==> src/verilog/ssw_pkg.sv <==
// package of constants for the synchronous sram write/address port
package ssw_pkg;
    localparam int ADDR_WIDTH   = 19;   // 512K word locations
    localparam int BURST_WIDTH  = 2;    // two-bit burst counter
    localparam int LANES        = 2;    // two byte lanes
    localparam int LANE_WIDTH   = 9;    // eight data bits plus parity
    localparam int DATA_WIDTH   = LANES * LANE_WIDTH;
    localparam logic [BURST_WIDTH-1:0] BURST_RESET = 2'h0;
    localparam logic [ADDR_WIDTH-1:0]  ADDR_RESET  = 19'h00000;
    localparam logic [LANES-1:0]       LANE_OFF_N  = 2'h3;
    typedef enum logic [1:0] {SSW_IDLE, SSW_READ, SSW_WRITE} ssw_op_type;
endpackage : ssw_pkg

==> src/verilog/ssw_burst_counter.sv <==
// two-bit burst counter with linear or interleaved sequence
`timescale 1ns/1ps
module ssw_burst_counter
    import ssw_pkg::*;
#(
    parameter int WIDTH = BURST_WIDTH
) (
    input  wire logic             clk_i,
    input  wire logic             rst_n_i,
    input  wire logic             load_i,
    input  wire logic             adv_i,
    input  wire logic             interleave_i,
    input  wire logic [WIDTH-1:0] seed_i,
    output logic      [WIDTH-1:0] offset_o
);
    logic [WIDTH-1:0] seed_reg;
    logic [WIDTH-1:0] step_reg;
    logic [WIDTH-1:0] step_next;

    // step counts burst beats; offset is seed plus or xor step
    assign step_next = step_reg + {{(WIDTH-1){1'b0}}, 1'b1};
    assign offset_o  = interleave_i ? (seed_reg ^ step_reg)
                                    : WIDTH'(seed_reg + step_reg);

    always_ff @(posedge clk_i or negedge rst_n_i) begin
        if (!rst_n_i) begin
            seed_reg <= '0;
            step_reg <= '0;
        end else if (load_i) begin
            seed_reg <= seed_i;
            step_reg <= '0;
        end else if (adv_i) begin
            step_reg <= step_next;
        end
    end
endmodule : ssw_burst_counter

==> src/verilog/ssw_port.sv <==
// address, byte-write and control input port of a flow-through burst sram
// Summary of operation
// capture the address on each qualified load edge, selecting one of 512K words
// two lowest address bits seed the two-bit burst counter
// byte-lane selects write only their lanes, and only with write enable low
// write enable is sampled only at edges with clock qualifier low
// controller drives write enable low to start a write; high means no write
// clock qualifier high freezes all state, extending the previous cycle; here the outputs show no access for a frozen edge
// advance_or_load high advances the counter, low loads a new address
// burst order strap low gives linear, high gives interleaved
// data outputs off during write data, first cycle after deselect, and deselect
`timescale 1ns/1ps
module ssw_port
    import ssw_pkg::*;
#(
    parameter int AW = ADDR_WIDTH,
    parameter int NL = LANES
) (
    input  wire logic          clk_i,
    input  wire logic          rst_n_i,
    input  wire logic [AW-1:0] addr_i,
    input  wire logic [NL-1:0] byte_lane_write_n_i,   // lane0 is bit 0, lane1 bit 1
    input  wire logic          write_n_i,
    input  wire logic          clock_qualifier_n_i,
    input  wire logic          advance_or_load_i,
    input  wire logic          chip_select_i,         // combined chip enables
    input  wire logic          burst_order_i,         // strap, 1 = interleaved
    output logic [AW-1:0]      word_addr_o,
    output logic [NL-1:0]      lane_write_o,
    output logic               write_o,
    output logic               read_o,
    output logic               data_out_allow_o
);
    // pins come from the controller's domain: two flops before any logic
    logic [AW-1:0] addr_s1_reg, addr_s2_reg;
    logic [NL-1:0] bw_s1_reg, bw_s2_reg;
    logic [4:0]    ctl_s1_reg, ctl_s2_reg;
    logic          strap_reg;

    always_ff @(posedge clk_i or negedge rst_n_i) begin
        if (!rst_n_i) begin
            addr_s1_reg <= '0;
            addr_s2_reg <= '0;
            bw_s1_reg   <= LANE_OFF_N;
            bw_s2_reg   <= LANE_OFF_N;
            ctl_s1_reg  <= 5'h03;
            ctl_s2_reg  <= 5'h03;
        end else begin
            addr_s1_reg <= addr_i;
            addr_s2_reg <= addr_s1_reg;
            bw_s1_reg   <= byte_lane_write_n_i;
            bw_s2_reg   <= bw_s1_reg;
            ctl_s1_reg  <= {burst_order_i, chip_select_i, advance_or_load_i,
                            clock_qualifier_n_i, write_n_i};
            ctl_s2_reg  <= ctl_s1_reg;
        end
    end

    // decoded synchronised controls
    wire qual_w    = ~ctl_s2_reg[1];
    wire we_w      = ~ctl_s2_reg[0];
    wire adv_w     = ctl_s2_reg[2];
    wire sel_w     = ctl_s2_reg[3];
    wire load_w    = qual_w & ~adv_w & sel_w;
    wire advance_w = qual_w & adv_w;

    // strap caught once the sync pair holds a real pin sample, then held;
    // catching it any earlier would take the flops' reset value, not the pin
    logic [1:0] strap_age_reg;
    logic       strap_done_reg;
    always_ff @(posedge clk_i or negedge rst_n_i) begin
        if (!rst_n_i) begin
            strap_reg      <= 1'b1;
            strap_age_reg  <= 2'h0;
            strap_done_reg <= 1'b0;
        end else begin
            strap_age_reg <= {strap_age_reg[0], 1'b1};
            if (strap_age_reg[1] && !strap_done_reg) begin
                strap_reg      <= ctl_s2_reg[4];
                strap_done_reg <= 1'b1;
            end
        end
    end

    // base address and operation registers; all frozen when unqualified
    logic [AW-1:0] base_reg;
    ssw_op_type    op_reg, op_next;
    logic          desel_reg;
    logic          fresh_reg;
    logic [NL-1:0] lanes_reg;

    // a write needs write enable at a qualified edge; advance keeps the type
    assign op_next = !sel_w ? SSW_IDLE
                   : adv_w  ? op_reg
                   : (we_w  ? SSW_WRITE : SSW_READ);

    always_ff @(posedge clk_i or negedge rst_n_i) begin
        if (!rst_n_i) begin
            base_reg  <= ADDR_RESET;
            op_reg    <= SSW_IDLE;
            desel_reg <= 1'b1;
            fresh_reg <= 1'b0;
            lanes_reg <= '0;
        end else if (qual_w) begin
            if (load_w) begin
                base_reg <= addr_s2_reg;
            end
            op_reg    <= op_next;
            desel_reg <= ~sel_w;
            fresh_reg <= desel_reg & sel_w;            // first cycle out of deselect
            lanes_reg <= (op_next == SSW_WRITE) ? ~bw_s2_reg : '0;
        end
    end

    // remembers whether the edge that last touched the state was qualified;
    // the live qualifier already belongs to the next cycle, so gating the
    // outputs with it would report a frozen cycle as an access
    logic act_reg;
    always_ff @(posedge clk_i or negedge rst_n_i) begin
        if (!rst_n_i) begin
            act_reg <= 1'b0;
        end else begin
            act_reg <= qual_w;
        end
    end

    // the offset follows the held strap; a strap moved after reset is ignored
    // until the next reset, since the pin is meant to be tied
    logic [BURST_WIDTH-1:0] offset_w;
    ssw_burst_counter #(.WIDTH(BURST_WIDTH)) u_burst (
        .clk_i        (clk_i),
        .rst_n_i      (rst_n_i),
        .load_i       (load_w),
        .adv_i        (advance_w),
        .interleave_i (strap_reg),
        .seed_i       (addr_s2_reg[BURST_WIDTH-1:0]),
        .offset_o     (offset_w)
    );

    // outputs registered straight from flops
    always_ff @(posedge clk_i or negedge rst_n_i) begin
        if (!rst_n_i) begin
            word_addr_o      <= ADDR_RESET;
            lane_write_o     <= '0;
            write_o          <= 1'b0;
            read_o           <= 1'b0;
            data_out_allow_o <= 1'b0;
        end else begin
            word_addr_o      <= {base_reg[AW-1:BURST_WIDTH], offset_w};
            lane_write_o     <= (op_reg == SSW_WRITE && act_reg) ? lanes_reg : '0;
            write_o          <= (op_reg == SSW_WRITE) && act_reg;
            read_o           <= (op_reg == SSW_READ) && act_reg;
            data_out_allow_o <= (op_reg == SSW_READ) && act_reg && !desel_reg
                                && !fresh_reg;
        end
    end
endmodule : ssw_port
==> config.mk <==
export PLATFORM = sky130hd
export DESIGN_NAME = ssw_port
export DESIGN_NICKNAME = d
export VERILOG_FILES = /design/src/verilog/ssw_pkg.sv /design/src/verilog/ssw_burst_counter.sv /design/src/verilog/ssw_port.sv
export SDC_FILE = /design/constraint.sdc
export NUM_CORES = 1
export LEC_CHECK = 0
export BUFFER_PORTS_ARGS = -buffer_cell sky130_fd_sc_hd__buf_2
export CORE_MARGIN = 4
export CORE_UTILIZATION = 35
export CTS_BUF_LIST = sky130_fd_sc_hd__clkbuf_8
export DETAILED_ROUTE_END_ITERATION = 12
export PLACE_DENSITY = 0.53
export SLEW_MARGIN = 5
export SYNTH_ARGS = -nofsm -noshare
export SYNTH_HDL_FRONTEND = slang
export SYNTH_SLANG_ARGS = --single-unit
==> constraint.sdc <==
create_clock -name clk_i -period 1.4 [get_ports clk_i]
set_input_delay 0.07 -clock clk_i [delete_from_list [all_inputs] [get_ports clk_i]]
set_output_delay 0.07 -clock clk_i [all_outputs]
set_load 0.005 [all_outputs]
-- Word level (Yosys, flattened, before mapping)
Cells that the tools add are included.
- RAM bits: 0
- bits in latches: 0
- memories kept: 0
- ROM bits: 0
- register bits after elaboration: 110
- output and inout bits: 24
- input bits: 28
- word-level logic and storage cells: 54
- muxes and demuxes: 8
- add/subtract/negate cells: 2
- equal/unequal tests: 3
- multiply operators: 0
- shift-type cells: 0
- divide/modulo/power cells: 0
- reduce and logical (&&, ||, !) cells: 10
- bitwise gates (word level): 9
- $lt $le $gt $ge: 0
- operator list (cell ; count):
    $mux 2 ; 8
    $logic_and 1x1->1 ; 5
    $and 1x1->1 ; 4
    $eq 2x2->1 const B ; 2
    $logic_not 1->1 ; 3
    $not 1->1 ; 3
    $add 2x1->2 const B ; 1
    $add 2x2->2 ; 1
    $eq 2x1->1 const B ; 1
    $not 2->2 ; 1
    $reduce_and 2->1 ; 1
    $reduce_bool 2->1 ; 1
    $xor 2x2->2 ; 1

-- Depth between registers and ports, before layout
- depth in word-level cells: 5
- mapped depth: 6
- mapped depth without buffers: 3

-- By module
A second synthesis with hierarchy kept.
- cell total of the unflattened synthesis: 169
- area, all modules: 3264.4 sq um
- by module, submodules not included (module ; instances ; area an instance (sq um) ; sequential area each (sq um) ; cells an instance):
    ssw_port ; 1 ; 3066.7 ; 2615.0 ; 154
    ssw_burst_counter ; 1 ; 197.7 ; 100.1 ; 15

-- Worst setup path after synthesis
No wires, ideal clock.
- kind: reg-to-reg
- from: register ctl_s2_reg[1]
- to: register base_reg[10]
- arrival: 1.286 ns
- data required time: 1.275 ns
- path slack: -0.011 ns
- path buffers: 2
- library setup time: 0.125 ns
- cell stages (with the launch flop): 6
- period minus slack after synthesis: 1.411 ns
- cell sequence: dfstp_2 > nor2_2 > and2_4 > buf_6 > buf_12 > mux2_4
- word-level cells in the longest chain between the ends: 4
- RTL lines (item ; line ; text):
    from (decl) ; ssw_port.sv:37 ; logic [4:0] ctl_s1_reg, ctl_s2_reg;
    from (signal assigned) ; ssw_port.sv:55 ; ctl_s2_reg <= ctl_s1_reg;
    $not 1->1 (no source line) (*) ; -- ;
    $and 1x1->1 (2 in a row) ; ssw_port.sv:64 ; wire load_w = qual_w & ~adv_w & sel_w;
    $reduce_and 2->1 (no source line) (*) ; -- ;
    to (signal assigned) ; ssw_port.sv:106 ; base_reg <= addr_s2_reg;
    to (decl) ; ssw_port.sv:86 ; logic [AW-1:0] base_reg;
Mark *: on every way between the ends. The rest lies on a longest branch, timed or not.
A chain may end at the register's enable or synchronous reset.

-- Final worst setup path
- from: register ctl_s2_reg[1]
- to: register base_reg[9]
Same word-level chain as after synthesis.

==> results.md <==
- Outcome: finished, final reports clean
- Port Buffers: 51
- Synth Warn #: 0
- NetSw: 1.29 mW
- Worst-skew pair later-pin latency: between 300 and 400 ps
- Pint: approximately 4.7 mW
- Count of unique library cells instantiated by Yosys: 28
- GPL Wtd Cong: 0.698
- DP HPWL: 3.02 mm
- Syn Nets: 199
- TritonCTS clock tree: done
- Die Area: 11000 um2
- Max IR drop VDD: 470 uV
- Synth Cell Area: 3280 um2
- Detailed Routing Iterations Pass 1: 4
- Core area: 9200 um2
- Net Sw Frac: 0.214
- DRT iter0 DRCs: 40
- Final non-filler cell total: 381
- Clock Power Share: 0.305
- Post-synthesis sequential area ratio: 0.829
- Required @ worst endpoint: approximately 1600 ps
- DIE WIDTH: between 100 and 150 um
- Setup CP Type: reg -> reg
- Largest net degree at the start of global routing: 33
- Worst r2r src: ctl_s2_reg[1]$_DFF_PN1_
- Gate Count Post-Synth: 170
- Critical path startpoint category: flip-flop
- Vias: 1588
- Final Hold Vio Count: 0
- FP Rows: 35
- Pleak: 1.99 nW
- Sequential share of power: 0.598
- RSZ-0062 raised after global routing: no
- Crit path DAT: about 1500 ps
- Total clock sinks: 108
- Max-Cap Viols: 0
- Share of cells above drive strength 1: 0.404
- GRT Util Overall: 0.0979
- Initial core utilization: 0.356
- Clock H-tree levels: 3
- DP Area: 3700 um2
- Reg clk slew, reported paths: 90 ps
- Post-Route WL: 4.69 mm
- Commonest non-fill, non-tap cell in the layout: dfrtp_1
- First-pass GRT wire length: approximately 8.3 mm
- Clock skew after layout: 4.75 ps
- Layout area overhead: 29.1%
- Setup violations, final: 0
- Cell Pwr Density: 1430 nW/um2
- Critical path fanouts, max: 5
- Grt total ovfl: 0
- Clock root cell: clkbuf_8
- Antenna diode count: 0
- Die Height: 105 um
- Final Cycle Share: 0.935
- CP Capture Type: flip-flop
- Post-synthesis register bit count: 108
- Max Fclk: about 760 MHz
- Drt via density: 4.17
- Longest Clk Path Bufs: 2
- Design Area, Final: 4230 um2
- Avg WL per Cell: 12.3 um
- Hold WC Path Type: in -> async
- Highest-count cells in the layout ignoring fill and taps: 98 x dfrtp_1, 50 x buf_2, 27 x dlygate4sd3_1
- Core Util, Final: 0.460
- Drt drc: 0
- CP startpoint: ctl_s2_reg[1]$_DFF_PN1_
- Vias in the first global route: about 1700
- Avg Cell Area, Syn: slightly below 20 um2
- Antenna-violating nets left: 0
- Placed insts: between 300 and 400
- TritonCTS buffer count: 9
- Nets: 294
- Comb pwr share: 0.097
- Period minus WS final: 1310 ps
- Final hold slack: 146 ps
- Top-Level Pins: 52
- Initial antenna violation count: 0
- Slew Limit Fails: 0
-- power groups by stage --
stage          Combinational, mW  Clock (mW)  Sequential (mW)
5_1_grt                    0.656        2.03             3.66
4_1_cts                    0.608        1.93             3.62
3_3_place_gp               0.520           0             3.66
2_1_floorplan              0.243           0             3.65
6_report                   0.588        1.84             3.60
3_5_place_dp               0.536           0             3.67
-- worst max-delay path: stages (launching register included) --
cell	delay (ps)
dfstp_2	540
nor2_2	40
and2_4	190
buf_6	140
mux2_4	290
-- stage by stage --
stage | TNS [ps] | total power, mW | worst slack, ps
floorplan | -109 | 3.90 | -10.9
global placement | 0 | 4.18 | 43.5
detailed placement | 0 | 4.21 | 1.58
CTS | 0 | 6.16 | 57.6
global route | 0 | 6.34 | 19.3
finish | 0 | 6.03 | 91.4
-- what timing repair did --
action / in CTS / in global routing
pin swaps: 1 / 1
gates resized for setup: 0 / 1
hold endpoints to repair: 124 / 0
buffers inserted: 3 / 0
cloned: 0 / 0
endpoints found under the setup margin: 2 / 3
hold buffers: 27 / 0
-- area by class of cell --
class	count	area (um2)
fill	822	4970
timing repair buffer	88	657
clock inverter	5	51.3
sequential	108	2720
clock buffer	11	151
inverter	1	3.75
multi-input combinational	57	512
tap	111	139
-- logic make-up after synthesis --
| logic type | share of synthesized area |
|---|---|
| AND/OR/NAND/NOR | 0.0340 |
| adder cells (fa/ha/maj) | 0.00382 |
| multiplexers | 0.0832 |
| XOR/XNOR | 0.00535 |
| flip-flops | 0.829 |
| buffers and inverters | 0.0153 |
| AO/OA/AOI/OAI | 0.0286 |
| other | 0.00114 |
-- final timing paths --
| kind | slack [ps] | cells after the start | end |
|---|---|---|---|
| worst min register to register | 350 | 0 | ctl_s2_reg[2]$_DFF_PN0_ |
| worst min-delay path | 150 | 2 | addr_s2_reg[17]$_DFF_PN0_ |
| max in group asynchronous | 680 | 3 | bw_s2_reg[1]$_DFF_PN1_ |
| min in group clk_i | 350 | 0 | ctl_s2_reg[2]$_DFF_PN0_ |
| worst max register to register | 90 | 4 | base_reg[9]$_DFFE_PN0P_ |
| worst max-delay path | 90 | 4 | base_reg[9]$_DFFE_PN0P_ |
-- synth_stat cells --
master	number	area, um2
nor2_1	4	15.0
a22o_1	5	43.8
dfrtp_1	98	2450
and2_1	1	6.26
clkbuf_1	1	3.75
nand2_1	4	15.0
mux2i_1	1	10.0
nor2b_1	3	18.8
and2_4	1	8.76
and3_1	2	12.5
or2_2	1	6.26
mux2_4	10	150
buf_12	1	20.0
xnor2_1	2	17.5
nand2b_1	1	6.26
buf_6	2	22.5
a32o_1	2	20.0
and3b_1	1	8.76
dfstp_2	10	263
nor3b_1	1	7.51
conb_1	1	3.75
inv_1	1	3.75
mux2_2	10	113
o31ai_1	1	7.51
o21ai_0	3	15.0
ha_1	1	12.5
nor2_2	1	6.26
a21o_1	1	7.51
-- per-layer routing --
layer	wire length, um	vias to the layer above	track usage
met4	38	0	0.0450
met2	2270	40	0.144
met5	0	-	0
met1	2100	797	0.128
li1	-	749	-
met3	281	2	0.0383
(Power assumes the default switching activity.)
